[src/rtl/adcsq_pkg.sv]
// Shared constants and types for the conversion sequencer.
// Assumes an APB master on an 8-bit byte address, 32-bit data.
package adcsq_pkg;
    // Register byte offsets
    localparam logic [7:0] ADDR_CTRL0  = 8'h00;
    localparam logic [7:0] ADDR_CTRL1  = 8'h04;
    localparam logic [7:0] ADDR_RES_HI = 8'h08;
    localparam logic [7:0] ADDR_RES_LO = 8'h0c;
    localparam logic [7:0] ADDR_STAT   = 8'h10;
    localparam logic [7:0] ADDR_PORT   = 8'h14;
    localparam logic [7:0] ADDR_DIR    = 8'h18;
    // Control 0 fields
    localparam int SRC_LSB = 6;
    localparam int CHAN_LSB = 3;
    localparam int GO_BIT = 2;
    localparam int ON_BIT = 0;
    // Control 1 fields and status done bit
    localparam int ALIGN_BIT = 7;
    localparam int HALVE_BIT = 6;
    localparam int STAT_DONE_BIT = 0;
    // Reset values and RC clock pair code
    localparam logic [7:0] CTRL0_RST = 8'h00;
    localparam logic [7:0] CTRL1_RST = 8'h00;
    localparam logic [4:0] DIR_RST   = 5'h1f;
    localparam logic [1:0] RC_PAIR   = 2'h3;
    // Timing: instruction cycle in oscillator periods
    localparam int TCY_OSC = 4;
    localparam int TCY_CYCLES = TCY_OSC * 1;
    localparam logic [2:0] TCY_LAST = 3'(TCY_CYCLES - 1);
    localparam logic [3:0] CONV_TADS = 4'h9;
    localparam logic [2:0] HOLD_LAST = 3'h1;
    typedef enum logic [4:0] {
        ST_OFF   = 5'h01,
        ST_IDLE  = 5'h02,
        ST_FIRST = 5'h04,
        ST_CONV  = 5'h08,
        ST_HOLD  = 5'h10
    } adcsq_state_t;
endpackage : adcsq_pkg

[src/rtl/adcsq_tad_if.sv]
// Bit-period request and tick between sequencer and clock generator.
// Assumes both ends run on the same system clock.
`timescale 1ns/1ps
interface adcsq_tad_if;
    logic       restart;
    logic [1:0] pair;
    logic       halve;
    logic       tick;
    modport gen (input restart, input pair, input halve, output tick);
    modport seq (output restart, output pair, output halve, input tick);
endinterface : adcsq_tad_if

[src/rtl/adcsq_top.sv]
// Conversion sequencer for a 10-bit successive-approximation converter.
// Assumes an APB master, a comparator output retimed to i_clk,
// and a core that drives i_sleep and the interrupt enable.
// Contract
// - A conversion takes nine bit-periods.
// - Seven clock choices: 2..64 oscillator periods or the RC oscillator.
// - Pair 00/01/10 gives 2/8/32, doubled by halve bit; 11 is RC.
// - Two bit-periods hold-off after each conversion, hold capacitor disconnected.
// - Clearing go mid-conversion aborts; result pair unchanged.
// - After abort wait two bit-periods, then acquisition restarts.
// - First segment after go lasts at most one bit-period.
// - Result loaded justified into 16 bits, unused bits zero.
// - Result bytes are plain read/write registers while disabled.
// - With RC clock, wait one instruction cycle before converting.
// - Completion in sleep clears go, loads result, wakes if enabled.
// - Sleep with non-RC clock aborts and powers down; on bit stays.
// - Reset restores controls, disables, aborts, makes pins analog.
// - Reset leaves the result pair untouched.
// - Port read returns zero for analog pins.
// - Conversion proceeds regardless of pin direction.
// - Align set right-justifies; cleared left-justifies, zeros elsewhere.
// - Completion loads result, clears go, sets done flag.
//
// The register addresses and register access over APB were left to the implementer.
`timescale 1ns/1ps
module adcsq_top (
    input  wire logic        i_clk,
    input  wire logic        i_rstn,
    input  wire logic        i_psel,
    input  wire logic        i_penable,
    input  wire logic        i_pwrite,
    input  wire logic [7:0]  i_paddr,
    input  wire logic [31:0] i_pwdata,
    output logic      [31:0] o_prdata,
    output logic             o_pready,
    output logic             o_pslverr,
    input  wire logic        i_rc_osc,
    input  wire logic        i_sleep,
    input  wire logic        i_conv_int_en,
    input  wire logic        i_cmp_hi,
    input  wire logic [4:0]  i_port_pins,
    output logic             o_conv_done_flag,
    output logic             o_wake,
    output logic             o_adc_power,
    output logic             o_hold_connect,
    output logic [9:0]       o_sar_code,
    output logic [2:0]       o_channel_select,
    output logic [4:0]       o_analog_mask,
    output logic [4:0]       o_port_dir,
    output logic             o_busy
);
    adcsq_tad_if tad_bus ();

    adcsq_tad_gen u_tad (
        .i_clk    (i_clk),
        .i_rstn   (i_rstn),
        .i_rc_osc (i_rc_osc),
        .tad      (tad_bus.gen)
    );

    adcsq_pkg::adcsq_state_t state_reg;
    adcsq_pkg::adcsq_state_t state_next;
    logic [1:0] src_pair_reg;
    logic [2:0] chan_reg;
    logic       go_reg;
    logic       on_reg;
    logic       align_reg;
    logic       halve_reg;
    logic [3:0] pcfg_reg;
    logic [4:0] dir_reg;
    logic       done_flag_reg;
    logic       wake_reg;
    logic [9:0] sar_reg;
    logic [3:0] bit_idx_reg;
    logic [2:0] cnt_reg;
    logic [2:0] cnt_next;
    logic [3:0] conv_ticks_reg;
    logic [7:0] res_hi_reg;
    logic [7:0] res_lo_reg;
    logic [4:0] pin_s1_reg;
    logic [4:0] pin_s2_reg;
    logic [4:0] pin_s3_reg;
    logic [4:0] pin_lvl_reg;

    // Address match used for every register
    function automatic logic hit(input logic [7:0] addr, input logic [7:0] off);
        hit = (addr == off);
    endfunction : hit

    // Pins that are analog for each port configuration
    function automatic logic [4:0] analog_of(input logic [3:0] cfg);
        case (cfg)
            4'h4, 4'h5: analog_of = 5'h0b;
            4'h6, 4'h7: analog_of = 5'h00;
            4'hd:       analog_of = 5'h0f;
            4'he:       analog_of = 5'h01;
            4'hf:       analog_of = 5'h0d;
            default:    analog_of = 5'h1f;
        endcase
    endfunction : analog_of

    // Bus decode
    wire apb_wr = i_psel & i_penable & i_pwrite;
    wire hit_c0 = hit(i_paddr, adcsq_pkg::ADDR_CTRL0);
    wire hit_c1 = hit(i_paddr, adcsq_pkg::ADDR_CTRL1);
    wire hit_rh = hit(i_paddr, adcsq_pkg::ADDR_RES_HI);
    wire hit_rl = hit(i_paddr, adcsq_pkg::ADDR_RES_LO);
    wire hit_st = hit(i_paddr, adcsq_pkg::ADDR_STAT);
    wire hit_pt = hit(i_paddr, adcsq_pkg::ADDR_PORT);
    wire hit_dr = hit(i_paddr, adcsq_pkg::ADDR_DIR);
    wire mapped = hit_c0 | hit_c1 | hit_rh | hit_rl | hit_st | hit_pt | hit_dr;
    wire wr_c0  = apb_wr & hit_c0;
    wire wr_c1  = apb_wr & hit_c1;
    wire wr_st  = apb_wr & hit_st;
    wire wr_dr  = apb_wr & hit_dr;
    // Result bytes writable only while the converter is off
    wire wr_rh  = apb_wr & hit_rh & ~on_reg;
    wire wr_rl  = apb_wr & hit_rl & ~on_reg;

    // Sequencer conditions
    wire st_off   = (state_reg == adcsq_pkg::ST_OFF);
    wire st_idle  = (state_reg == adcsq_pkg::ST_IDLE);
    wire st_first = (state_reg == adcsq_pkg::ST_FIRST);
    wire st_conv  = (state_reg == adcsq_pkg::ST_CONV);
    wire st_hold  = (state_reg == adcsq_pkg::ST_HOLD);
    wire rc_sel   = (src_pair_reg == adcsq_pkg::RC_PAIR);
    wire tick     = tad_bus.tick;
    wire sleep_kill = i_sleep & ~rc_sel;
    wire powered  = on_reg & ~sleep_kill;
    wire running  = st_first | st_conv;
    wire start    = st_idle & go_reg & powered;
    wire abort    = running & ~go_reg;
    wire first_ok = ~rc_sel | (cnt_reg >= adcsq_pkg::TCY_LAST);
    wire decide   = ((st_first & first_ok) | st_conv) & tick & go_reg & powered;
    wire done     = decide & st_conv & (bit_idx_reg == 4'h0);

    // Successive approximation: keep or drop trial bit, try the next
    wire [9:0] bit_mask = 10'(10'h001 << bit_idx_reg);
    wire [9:0] kept     = i_cmp_hi ? sar_reg : (sar_reg & ~bit_mask);
    wire [9:0] sar_next = kept | (bit_mask >> 1);

    // Justification of the final code into the byte pair
    wire [7:0] just_hi = align_reg ? {6'h00, kept[9:8]} : kept[9:2];
    wire [7:0] just_lo = align_reg ? kept[7:0] : {kept[1:0], 6'h00};

    // Clock choice to the divider
    assign tad_bus.pair    = src_pair_reg;
    assign tad_bus.halve   = halve_reg;
    assign tad_bus.restart = start | abort;

    // Next state
    always_comb begin
        state_next = state_reg;
        if (!powered) begin
            state_next = adcsq_pkg::ST_OFF;
        end else begin
            case (state_reg)
                adcsq_pkg::ST_OFF: begin
                    state_next = adcsq_pkg::ST_IDLE;
                end
                adcsq_pkg::ST_IDLE: begin
                    if (go_reg) begin
                        state_next = adcsq_pkg::ST_FIRST;
                    end
                end
                adcsq_pkg::ST_FIRST: begin
                    if (!go_reg) begin
                        state_next = adcsq_pkg::ST_HOLD;
                    end else if (decide) begin
                        state_next = adcsq_pkg::ST_CONV;
                    end
                end
                adcsq_pkg::ST_CONV: begin
                    if (!go_reg || done) begin
                        state_next = adcsq_pkg::ST_HOLD;
                    end
                end
                adcsq_pkg::ST_HOLD: begin
                    if (tick && cnt_reg == adcsq_pkg::HOLD_LAST) begin
                        state_next = adcsq_pkg::ST_IDLE;
                    end
                end
                default: begin
                    state_next = adcsq_pkg::ST_OFF;
                end
            endcase
        end
    end

    // Shared counter: cycles in first segment, ticks in hold-off
    always_comb begin
        cnt_next = cnt_reg;
        if (state_next != state_reg) begin
            cnt_next = 3'h0;
        end else if ((st_first && cnt_reg != 3'h7) || (st_hold && tick)) begin
            cnt_next = cnt_reg + 3'h1;
        end
    end

    // State, counters and trial code
    always_ff @(posedge i_clk) begin
        if (!i_rstn) begin
            state_reg   <= adcsq_pkg::ST_OFF;
            cnt_reg     <= 3'h0;
            sar_reg     <= 10'h000;
            bit_idx_reg <= 4'h0;
        end else begin
            state_reg <= state_next;
            cnt_reg   <= cnt_next;
            if (start) begin
                sar_reg     <= 10'h200;
                bit_idx_reg <= 4'h9;
            end else if (decide) begin
                sar_reg     <= sar_next;
                bit_idx_reg <= bit_idx_reg - 4'h1;
            end
        end
    end

    // Control registers; hardware clear of go beats a software write
    always_ff @(posedge i_clk) begin
        if (!i_rstn) begin
            {src_pair_reg, chan_reg} <= adcsq_pkg::CTRL0_RST[7:3];
            on_reg    <= adcsq_pkg::CTRL0_RST[adcsq_pkg::ON_BIT];
            go_reg    <= adcsq_pkg::CTRL0_RST[adcsq_pkg::GO_BIT];
            align_reg <= adcsq_pkg::CTRL1_RST[adcsq_pkg::ALIGN_BIT];
            halve_reg <= adcsq_pkg::CTRL1_RST[adcsq_pkg::HALVE_BIT];
            pcfg_reg  <= adcsq_pkg::CTRL1_RST[3:0];
            dir_reg   <= adcsq_pkg::DIR_RST;
        end else begin
            if (wr_c0) begin
                src_pair_reg <= i_pwdata[adcsq_pkg::SRC_LSB +: 2];
                chan_reg     <= i_pwdata[adcsq_pkg::CHAN_LSB +: 3];
                on_reg       <= i_pwdata[adcsq_pkg::ON_BIT];
            end
            if (!on_reg || done || (sleep_kill && running)) begin
                go_reg <= 1'b0;
            end else if (wr_c0) begin
                go_reg <= i_pwdata[adcsq_pkg::GO_BIT];
            end
            if (wr_c1) begin
                align_reg <= i_pwdata[adcsq_pkg::ALIGN_BIT];
                halve_reg <= i_pwdata[adcsq_pkg::HALVE_BIT];
                pcfg_reg  <= i_pwdata[3:0];
            end
            if (wr_dr) begin
                dir_reg <= i_pwdata[4:0];
            end
        end
    end

    // Done flag: set wins over a write-one clear; wake pulse in sleep
    always_ff @(posedge i_clk) begin
        if (!i_rstn) begin
            done_flag_reg <= 1'b0;
            wake_reg      <= 1'b0;
        end else begin
            done_flag_reg <= done | (done_flag_reg & ~(wr_st & i_pwdata[adcsq_pkg::STAT_DONE_BIT]));
            wake_reg      <= done & i_sleep & i_conv_int_en;
        end
    end

    // Result pair holds no reset; abort never reaches it
    always_ff @(posedge i_clk) begin
        if (done) begin
            res_hi_reg <= just_hi;
            res_lo_reg <= just_lo;
        end else begin
            if (wr_rh) begin
                res_hi_reg <= i_pwdata[7:0];
            end
            if (wr_rl) begin
                res_lo_reg <= i_pwdata[7:0];
            end
        end
    end

    // Port pins resynchronised, level taken when stages agree
    always_ff @(posedge i_clk) begin
        pin_s1_reg <= i_port_pins;
        pin_s2_reg <= pin_s1_reg;
        pin_s3_reg <= pin_s2_reg;
        if (!i_rstn) begin
            pin_lvl_reg <= 5'h00;
        end else begin
            pin_lvl_reg <= (pin_s2_reg & ~(pin_s2_reg ^ pin_s3_reg))
                         | (pin_lvl_reg & (pin_s2_reg ^ pin_s3_reg));
        end
    end

    // Read mux
    wire [4:0] analog  = analog_of(pcfg_reg);
    wire [7:0] rd_c0   = {src_pair_reg, chan_reg, go_reg, 1'b0, on_reg};
    wire [7:0] rd_c1   = {align_reg, halve_reg, 2'h0, pcfg_reg};
    wire [7:0] rd_st   = {state_reg, powered, running, done_flag_reg};
    wire [7:0] rd_pt   = {3'h0, pin_lvl_reg & ~analog};
    wire [7:0] rd_byte = hit_c0 ? rd_c0 : hit_c1 ? rd_c1 : hit_rh ? res_hi_reg
                       : hit_rl ? res_lo_reg : hit_st ? rd_st : hit_pt ? rd_pt
                       : hit_dr ? {3'h0, dir_reg} : 8'h00;

    // Bus answer: no wait states, error on unmapped address
    assign o_prdata  = {24'h000000, rd_byte};
    assign o_pready  = 1'b1;
    assign o_pslverr = i_psel & i_penable & ~mapped;

    // Analog front end; pin direction never gates a conversion
    assign o_conv_done_flag = done_flag_reg;
    assign o_wake           = wake_reg;
    assign o_adc_power      = powered;
    assign o_hold_connect   = st_idle;
    assign o_sar_code       = sar_reg;
    assign o_channel_select = chan_reg;
    assign o_analog_mask    = analog;
    assign o_port_dir       = dir_reg;
    assign o_busy           = running;

    // Helper: ticks seen while converting
    always_ff @(posedge i_clk) begin
        if (!i_rstn || !st_conv) begin
            conv_ticks_reg <= 4'h0;
        end else if (decide) begin
            conv_ticks_reg <= conv_ticks_reg + 4'h1;
        end
    end
endmodule : adcsq_top

[src/rtl/adcsq_tad_gen.sv]
// Bit-period tick generator: divided oscillator or resynchronised RC.
// Assumes i_rc_osc is asynchronous to i_clk.
`timescale 1ns/1ps
module adcsq_tad_gen (
    input  wire logic i_clk,
    input  wire logic i_rstn,
    input  wire logic i_rc_osc,
    adcsq_tad_if.gen  tad
);
    logic       rc_s1_reg;
    logic       rc_s2_reg;
    logic       rc_s3_reg;
    logic       rc_lvl_reg;
    logic [5:0] div_cnt_reg;
    logic [5:0] div_last;
    logic       div_tick;
    logic       rc_rise;
    logic       rc_sel;

    // Period minus one: 2 << {pair, halve}
    assign div_last = 6'((7'h02 << {tad.pair, tad.halve}) - 7'h01);
    assign div_tick = (div_cnt_reg == div_last);
    assign rc_sel   = (tad.pair == adcsq_pkg::RC_PAIR);
    assign rc_rise  = (rc_s2_reg == rc_s3_reg) & rc_s2_reg & ~rc_lvl_reg;
    assign tad.tick = rc_sel ? rc_rise : (div_tick & ~tad.restart);

    // RC clock resync, level accepted when stages two and three agree
    always_ff @(posedge i_clk) begin
        rc_s1_reg <= i_rc_osc;
        rc_s2_reg <= rc_s1_reg;
        rc_s3_reg <= rc_s2_reg;
        if (!i_rstn) begin
            rc_lvl_reg <= 1'b0;
        end else if (rc_s2_reg == rc_s3_reg) begin
            rc_lvl_reg <= rc_s2_reg;
        end
    end

    // Divider restarts at conversion start so periods align
    always_ff @(posedge i_clk) begin
        if (!i_rstn || tad.restart || div_tick) begin
            div_cnt_reg <= 6'h00;
        end else begin
            div_cnt_reg <= div_cnt_reg + 6'h01;
        end
    end
endmodule : adcsq_tad_gen

[config.mk]
export PLATFORM = sky130hd
export DESIGN_NAME = adcsq_top
export DESIGN_NICKNAME = d
export VERILOG_FILES = /design/src/rtl/adcsq_pkg.sv /design/src/rtl/adcsq_tad_if.sv /design/src/rtl/adcsq_top.sv /design/src/rtl/adcsq_tad_gen.sv
export SDC_FILE = /design/constraint.sdc
export NUM_CORES = 1
export LEC_CHECK = 0
export BUFFER_PORTS_ARGS = -buffer_cell sky130_fd_sc_hd__buf_2
export CAP_MARGIN = 10
export CORE_MARGIN = 2
export CORE_UTILIZATION = 35
export CTS_CLUSTER_DIAMETER = 120
export DETAILED_ROUTE_END_ITERATION = 8
export PLACE_DENSITY = 0.56
export SLEW_MARGIN = 20
export SYNTH_ARGS = -nofsm -noshare
export SYNTH_HDL_FRONTEND = slang
export SYNTH_SLANG_ARGS = --single-unit
export TNS_END_PERCENT = 50
[constraint.sdc]
create_clock -name i_clk -period 4.4 [get_ports i_clk]
set_input_delay 0.88 -clock i_clk [delete_from_list [all_inputs] [get_ports i_clk]]
set_output_delay 0.88 -clock i_clk [all_outputs]
set_load 0.01 [all_outputs]
Yosys cells after proc, flatten, opt, wreduce, memory -nomap -nowiden
Cells that the tools add are included.
{"block": "classes", "n_lt_le_gt_ge": 1, "shift": 2, "add_sub_neg": 4, "mux": 27, "n_bitwise": 59, "n_eq_ne": 24, "reduce_logical": 23}
{"cell": "8-bit 2-to-1 mux", "count": 11}
{"cell": "5-bit case mux with 5 select lines", "count": 2}
{"cell": "5-bit 2-to-1 mux", "count": 8}
{"cell": "10-bit 2-to-1 mux", "count": 3}
{"cell": "1-bit AND", "count": 29}
{"cell": "8-bit by 5-bit == test with 1-bit output, second input constant", "count": 3}
{"cell": "4-bit by 3-bit == test with 1-bit output, second input constant", "count": 4}
{"cell": "8-bit by 4-bit == test with 1-bit output, second input constant", "count": 2}
{"cell": "5-bit AND", "count": 3}
{"cell": "4-bit == test, second input constant", "count": 3}
{"cell": "1-bit OR", "count": 11}
{"cell": "10-bit AND", "count": 1}
{"cell": "10-bit inverter", "count": 1}
{"cell": "5-bit inverter", "count": 2}
{"cell": "10-bit by 9-bit OR with 10-bit output", "count": 1}
{"cell": "2-bit OR reduction", "count": 5}
{"cell": "1-bit by 4-bit left shift with 10-bit output, first input constant", "count": 1}
{"cell": "1-bit inverter", "count": 9}
{"cell": "8-bit by 3-bit == test with 1-bit output, second input constant", "count": 1}
{"cell": "8-bit zero test", "count": 1}
{"cell": "4-bit 2-to-1 mux", "count": 2}
{"cell": "6-bit by 1-bit adder with 6-bit output, second input constant", "count": 1}
{"cell": "6-bit == test", "count": 1}
{"cell": "1-bit logical OR", "count": 6}
{"cell": "22 further kinds", "count": 29}
{"block": "totals", "elab_cells": 167, "regBits": 88, "out_inout_bits": 62, "input_bits": 54}

Depth between registers and ports, before layout
Gate-level depths: netlist of run 1.
{"block": "logic_depth", "word_depth": 21, "mapped_depth": 13, "ltp_nobuf": 11}

Cells and area by module
Synthesis of run 1 repeated with hierarchy kept, for this count alone.
{"block": "hier_totals", "hier_cells": 533, "hier_area_um2": 4665.7}
{"mod": "adcsq_top", "instances": 1, "cells_each": 483, "seq_area_each_um2": 1721.7, "area_each_um2": 4184.0}
{"mod": "adcsq_tad_gen", "instances": 1, "cells_each": 50, "seq_area_each_um2": 200.2, "area_each_um2": 481.7}

Least setup slack after synthesis of run 1
No wires, ideal clock.
{"block": "synth_path", "kind": "input to register", "start": "input port i_paddr[0]", "end": "register res_hi_reg[0] (enable)", "path_buffers": 1, "setup_slack_ps": 1137, "required_time_ps": 4016, "arrival_ps": 2879, "stages": 5, "setup_ps": 384, "cell_sequence": "or4_1 or3_1 clkbuf_1 or3_1 o21ai_0"}
{"block": "synth_via", "elab_chain_cells": 4}
{"element": "start, declared", "line_no": "adcsq_top.sv:32", "rtl": "input wire logic [7:0] i_paddr,"}
{"element": "8-bit by 4-bit == test with 1-bit output", "line_no": "adcsq_top.sv:87", "rtl": "hit = (addr == off);"}
{"element": "1-bit AND (2 in series)", "line_no": "adcsq_top.sv:117", "rtl": "wire wr_rh = apb_wr & hit_rh & ~on_reg;"}
{"element": "2-bit nonzero test (no source line)"}
{"element": "end signal, assigned", "line_no": "adcsq_top.sv:266", "rtl": "res_hi_reg <= just_hi;"}
{"element": "end signal, assigned", "line_no": "adcsq_top.sv:270", "rtl": "res_hi_reg <= i_pwdata[7:0];"}
{"element": "end, declared", "line_no": "adcsq_top.sv:78", "rtl": "logic [7:0] res_hi_reg;"}
Every way passes these cells.
A chain may end at the register's enable or synchronous reset.

Worst setup path in the final report of run 1
{"block": "layout_path", "start": "input port i_paddr[0]", "end": "output port o_prdata[7]"}
{"block": "layout_via", "elab_chain_cells": 6, "word_cells_on_any_way": 10, "classes_between": "eq/ne: 4; mux: 5; reduce/logical: 1"}
{"element": "8-bit by 5-bit == test with 1-bit output", "line_no": "adcsq_top.sv:87"}
{"element": "8-bit 2-to-1 mux (2 in series)", "line_no": "adcsq_top.sv:298", "rtl": ": hit_rl ? res_lo_reg : hit_st ? rd_st : hit_pt ? rd_pt"}
{"element": "8-bit 2-to-1 mux (2 in series)", "line_no": "adcsq_top.sv:297", "rtl": "wire [7:0] rd_byte = hit_c0 ? rd_c0 : hit_c1 ? rd_c1 : hit_rh ? res_hi_reg"}
{"element": "8-bit 2-to-1 mux (*)", "line_no": "adcsq_top.sv:297"}
{"element": "end, declared", "line_no": "adcsq_top.sv:34", "rtl": "output logic [31:0] o_prdata,"}
Mark *: on every way between the ends. The rest lies on a longest branch, timed or not.

==> results.tsv, run 1 <==
metric	value	unit
outcome	finished, final reports clean	
cts_buffers	9	
slowest_stage	or4_1	
die_h	119	µm
vias	4046	
drcViolationCount	0	
start_util	35.5	%
seq_area	1920	µm²
n_fill_cell	1340	
synth_cells	541	
cp.depth	7	
dp_slack	0.729	ns
synth_edf_count	16	
rsz0062_at_grt	no	
clk_pin_slew	0.06	ns
yosysWarnings	0	
largest_reg_flops	10	
synthFlopType	dfxtp_1	
critPathMaxFanout	4	
cp_data_arrival_time	2.77	ns
core_area	13100	µm²
cp_slowest_stage_delay	0.55	ns
grt.overflow.total	0	
path_cells	buf_2 > or4_1 > nor2_1 > nand2_1 > nor3_1 > a22o_1 > buf_2	
cp.required	3.52	ns
fin_ws	0.750	ns
swShare	23.8	%
num_antenna_cells	0	
vias_per_cell	5.23	
p_int	1.29	mW
cp-startpoint	i_paddr[0]	
timing.setup.tns	0	ns
multi_input_area	2470	µm²
synth_cell_types	61	
dr_wl_met3	586	µm
setup.worst_path.end	o_prdata[7]	
peakVddDrop	0.173	mV
grt_max_degree	28	
synthArstFlopShare	0	%
critPathBufInv	2	
skew	0.00633	ns
cpMostUsedCell	buf_2	
wl_per_cell	16.3	µm
critPathCaptureType	output pin	
ant_nets	0	
fin_crit_sh	83.0	%
grt_pass1_wl	19900	µm
hold_path.class	reg -> reg	
p_per_area	319	nW/µm²
avgSynthCellArea	8.63	µm²
clockBufferDepth	2	
tritoncts	done	
final_common_cell	dfxtp_1	
dieArea	14300	µm²
hold_viol	0	
hpwl	9250	µm
wl_met1	5920	µm
cts_sinks	88	
timing.rr.start	src_pair_reg[1]	
rr_worst_depth	9	
p_sw	0.403	mW
fp-row-count	42	
yosysSeqAreaShare	41.2	%
antenna_found_initial	0	
crit_family	simple AND/OR/NAND/NOR gates	
cts_setup_buffers	0	
mostFrequentLayoutCells	dfxtp_1 (72), buf_2 (66), nand2_1 (62)	
port_buffers	66	
setup_viol_count_final	0	
die_x	119	µm
worstMarginPinSlew	1.00	ns
pwr-share-comb	6.1	%
wl_met2	5720	µm
place.gp.congestion	0.863	
max-cap-violations	0	
drt_iter0_markers	292	
reg2reg_to	res_hi_reg[0]	
slew_violations	0	
hold_buffers	0	
syn2layout_area_growth	13.8	%
layout.nets	658	
ios	116	
power_frac_seq	49.9	%
highest_layer	met4	
power_frac_clock	44.0	%
critPathLaunchType	primary input	
postCtsResizedCells	0	
r2r_slack	0.98	ns
critPathKind	in -> out	
cts-htree-levels	3	
fmax	274	MHz
grt_pass1_vias	3765	
ys_ff_latch	88	
drive_above_1_share	17.1	%
syn_area	4670	µm²
cts_root_buf	clkbuf_16	
period_minus_slack	3.65	ns
power_leakage	2.10	nW
grt.total_usage	18.0	%
clkLatencyLatePin	0.34	ns
relSlewSlack	32.8	%
totalWireLength	12600	µm
first_pass_iters	5	
==> power groups by stage <==
stage	Combinational, mW	Clock, mW	Sequential (mW)
6_report	0.104	0.745	0.845
5_1_grt	0.115	0.799	0.847
4_1_cts	0.103	0.761	0.845
3_5_place_dp	0.102	0	0.863
3_3_place_gp	0.101	0	0.863
2_1_floorplan	0.0850	0	0.860
==> per-stage QoR <==
stage / utilization (%) / total power, mW / instance area [µm²] / hold WS (ns) / std cells
after floorplan: - / 0.945 / 4750 / 0.310 / 564
after global placement: 38.2 / 0.964 / 5020 / 0.312 / 757
after detailed placement: 38.2 / 0.965 / 5020 / 0.314 / 757
after CTS: 40.4 / 1.71 / 5310 / 0.331 / 773
after global routing: 40.4 / 1.76 / 5310 / 0.335 / 773
final: 40.4 / 1.69 / 5310 / 0.329 / 773
==> worst reg2reg max path, cell delays in order (launching register included) <==
cell     delay (ns)
dfxtp_1        0.45
or3_4          0.40
ha_1           0.26
xnor2_1        0.20
xnor2_1        0.13
nor3_4         0.22
nand4_2        0.16
nand2_1        0.23
nand4_1        0.38
o21ai_1        0.62
==> cell type report <==
class,count,area share [%]
Timing Repair Buffer,68,6.50
Multi-Input combinational cell,409,46.5
Tap cell,176,4.15
Sequential cell,88,36.2
Inverter,16,1.13
Clock inverter,5,0.730
Clock buffer,11,4.78
==> routing by layer <==
| layer | track usage [%] | up-vias |
|---|---|---|
| met3 | 3.16 | 28 |
| li1 | - | 1977 |
| met1 | 24.7 | 1920 |
| met2 | 27.5 | 121 |
| met5 | 0 | - |
| met4 | 8.09 | 0 |
==> cells in the mapped netlist (all sizes together) (5+ instances only) <==
cell	count	share of area (%)
nand3	27	2.9
a211oi	11	1.8
edfxtp	16	10
nor2b	10	1.3
or3	8	1.2
a31oi	5	0.67
xnor2	7	1.3
nor2	52	4.2
nand2b	10	1.3
mux2i	18	3.9
nor3	9	1.2
dfxtp	72	31
o21ai	37	4.0
xor2	8	1.5
and3	6	0.80
buf	34	5.1
clkbuf	17	1.4
nand2	63	5.1
a21oi	37	4.0
ha	12	3.2
nand4	5	0.80
inv	16	1.3
==> kinds of logic after synthesis <==
kind of cell,after synthesis,synth area share [%]
XOR/XNOR,15,2.82
AO/OA/AOI/OAI,125,16.9
other,2,0.161
buffers and inverters,67,7.75
flip-flops,88,41.2
multiplexers,25,6.27
adder cells (fa/ha/maj),12,3.22
AND/OR/NAND/NOR,207,21.7
==> worst min-delay path by stage <==
stage,start,endpoint,cells after the start
floorplan,pin_s1_reg[0],pin_s2_reg[0],0
finish,pin_s1_reg[3],pin_s2_reg[3],0
global placement,pin_s1_reg[3],pin_s2_reg[3],0
CTS,pin_s1_reg[3],pin_s2_reg[3],0
global route,pin_s1_reg[3],pin_s2_reg[3],0
detailed placement,pin_s1_reg[4],pin_s2_reg[4],0
(Power assumes the default switching activity.)
==> inputs of run 2 (changes only) <==
Clock period 4.4 ns to 3.4 ns, I/O delays scaled along.
==> run 2 against run 1 <==
Register-to-register slack worse by 0.75 ns; clock power up 28%; sequential power up 29%; die area unchanged; routed wire length down 0.52%; flip-flop and latch count unchanged; sequential share of layout area down 0.80 points; core utilization up 0.91 points; via count up 0.72%; critical path type is now reg -> reg; largest power group unchanged.
==> results.tsv, run 2 (synthesis results as in run 1) <==
metric	value	unit	change
final_common_cell	dfxtp_1		
max-cap-violations	0		unchanged
multi_input_area	2470	µm²	+0.10%
cts_setup_buffers	0		unchanged
placed_cell_area	5140	µm²	+2.4%
power_leakage	2.19	nW	+4.4%
worstMarginPinSlew	0.857	ns	-0.143 ns
grt_max_degree	28		unchanged
hold_viol	0		unchanged
grt.overflow.total	0		unchanged
fmax	316	MHz	
rr_worst_depth	10		+1
core_area	13100	µm²	unchanged
clk_pin_slew	0.07	ns	about the same
mostFrequentLayoutCells	dfxtp_1 (72), buf_2 (66), nand2_1 (62)		
clockBufferDepth	2		unchanged
cts-htree-levels	3		unchanged
peakVddDrop	0.195	mV	+13%
pwr-share-comb	6.2	%	about the same
port_buffers	66		unchanged
vias	4075		+0.72%
critPathLaunchType	flop		
critPathMaxFanout	24		+20
final_cell_area	5430	µm²	+2.3%
grt.total_usage	17.9	%	-0.096 points
num_antenna_cells	0		unchanged
hold_slack	0.329	ns	+0.000404 ns
relSlewSlack	42.8	%	+10 points
totalWireLength	12500	µm	-0.52%
cp_data_arrival_time	3.36	ns	+0.59 ns
n_fill_cell	1351		+0.82%
start_util	35.5	%	unchanged
wl_per_cell	15.8	µm	-2.5%
hpwl	9470	µm	+2.4%
critPathCaptureType	flop		
p_sw	0.531	mW	+32%
worstHoldStart	pin_s1_reg[2]		
seq_area	1920	µm²	unchanged
timing.rr.start	halve_reg		
p_int	1.65	mW	+28%
r2r_slack	0.23	ns	-0.75 ns
p_per_area	402	nW/µm²	+26%
reg2reg_to	cnt_reg[2]		
slew_violations	0		unchanged
fin_crit_sh	93.2	%	
hold_end	pin_s2_reg[2]		
antenna_found_initial	0		unchanged
fin_cells	789		+2.1%
setup_viol_count_final	0		unchanged
critPathBufInv	0		-2
path_cells	or3_4 > ha_1 > nor4b_1 > a31oi_1 > a21o_1 > and3_1 > a32o_2 > a21oi_1 > nand4b_1 > a2111oi_0		
clkLatencyLatePin	0.34	ns	about the same
cp.required	3.59	ns	+0.07 ns
dieArea	14300	µm²	unchanged
dp_cells	773		+2.1%
largest_reg_flops	10		unchanged
hold_path.class	reg -> reg		
power.total	2.18	mW	+29%
swShare	24.3	%	+0.53 points
power_frac_seq	50.1	%	+0.2 points
critPathKind	reg -> reg		
cts_root_buf	clkbuf_16		
outcome	finished, final reports clean		
cp-startpoint	halve_reg		
layout.nets	674		+2.4%
die_h	119	µm	unchanged
drive_above_1_share	19.6	%	+2.5 points
syn2layout_area_growth	16.4	%	
tritoncts	done		
cts_buffers	9		unchanged
cp.depth	10		+3
hold_depth	0		unchanged
power_frac_clock	43.7	%	-0.3 points
skew	0.00665	ns	+0.000313 ns
die_x	119	µm	unchanged
cts_sinks	88		unchanged
period_minus_slack	3.17	ns	
drt_iter0_markers	229		-22%
crit_family	compound AO/OA/AOI/OAI gates		
timing.setup.tns	0	ns	unchanged
slowest_stage	or3_4		
vias_per_cell	5.16		-1.3%
ant_nets	0		unchanged
grt_pass1_vias	3877		+3.0%
first_pass_iters	5		unchanged
grt_pass1_wl	20000	µm	+0.24%
fp-row-count	42		unchanged
drcViolationCount	0		unchanged
place.gp.congestion	0.884		+2.4%
ios	116		unchanged
cp_slowest_stage_delay	0.40	ns	-0.15 ns
[run 2: power groups by stage]
stage | Clock (mW) | Sequential [mW] | Combinational, mW
after floorplan | 0 | 1.11 | 0.110
after global placement | 0 | 1.12 | 0.132
after detailed placement | 0 | 1.12 | 0.135
after CTS | 0.978 | 1.09 | 0.135
after global routing | 1.03 | 1.10 | 0.150
final | 0.955 | 1.09 | 0.136
[run 2: area by class of cell]
class	instances	area share, %
multi-input combinational	409	45.5
sequential	88	35.4
timing repair buffer	84	8.57
clock buffer	10	4.40
tap	176	4.06
inverter	16	1.11
clock inverter	6	0.945
[run 2: what timing repair did]
action / 4_1_cts / 5_1_grt
resized for setup: 0 / 2
hold buffers: 0 / 0
setup endpoints to repair: 0 / 4
[run 2: worst register-to-register path, cell delays in order (launching register included)]
cell and delay [ns]:
dfxtp_1 0.37, or3_4 0.40, ha_1 0.26, nor4b_1 0.30
a31oi_1 0.10, a21o_1 0.22, and3_1 0.22, a32o_2 0.39
a21oi_1 0.21, nand4b_1 0.17, a2111oi_0 0.39
[run 2: worst max path at each step]
stage	slack, ns	endpoint
after CTS	0.15	cnt_reg[2]
after detailed placement	0.13	cnt_reg[2]
after global placement	0.24	o_prdata[5]
after global routing	-0.04	cnt_reg[2]
final	0.23	cnt_reg[2]
after floorplan	0.34	res_hi_reg[0]
[run 2: stage by stage]
stage               setup slack (ns)  utilization (%)
detailed placement             0.130             39.1
CTS                            0.150             41.3
global placement               0.238             39.1
finish                         0.232             41.3
floorplan                      0.337                -
global route                 -0.0384             41.3
[run 2: per-layer routing]
layer / share of wire [%] / global-route usage (%) / routed length (µm)
met3: 3.9 / 2.39 / 488
met1: 47 / 24.6 / 5920
met5: 0 / 0 / 0
met4: 2.3 / 7.65 / 291
met2: 46 / 28.1 / 5800
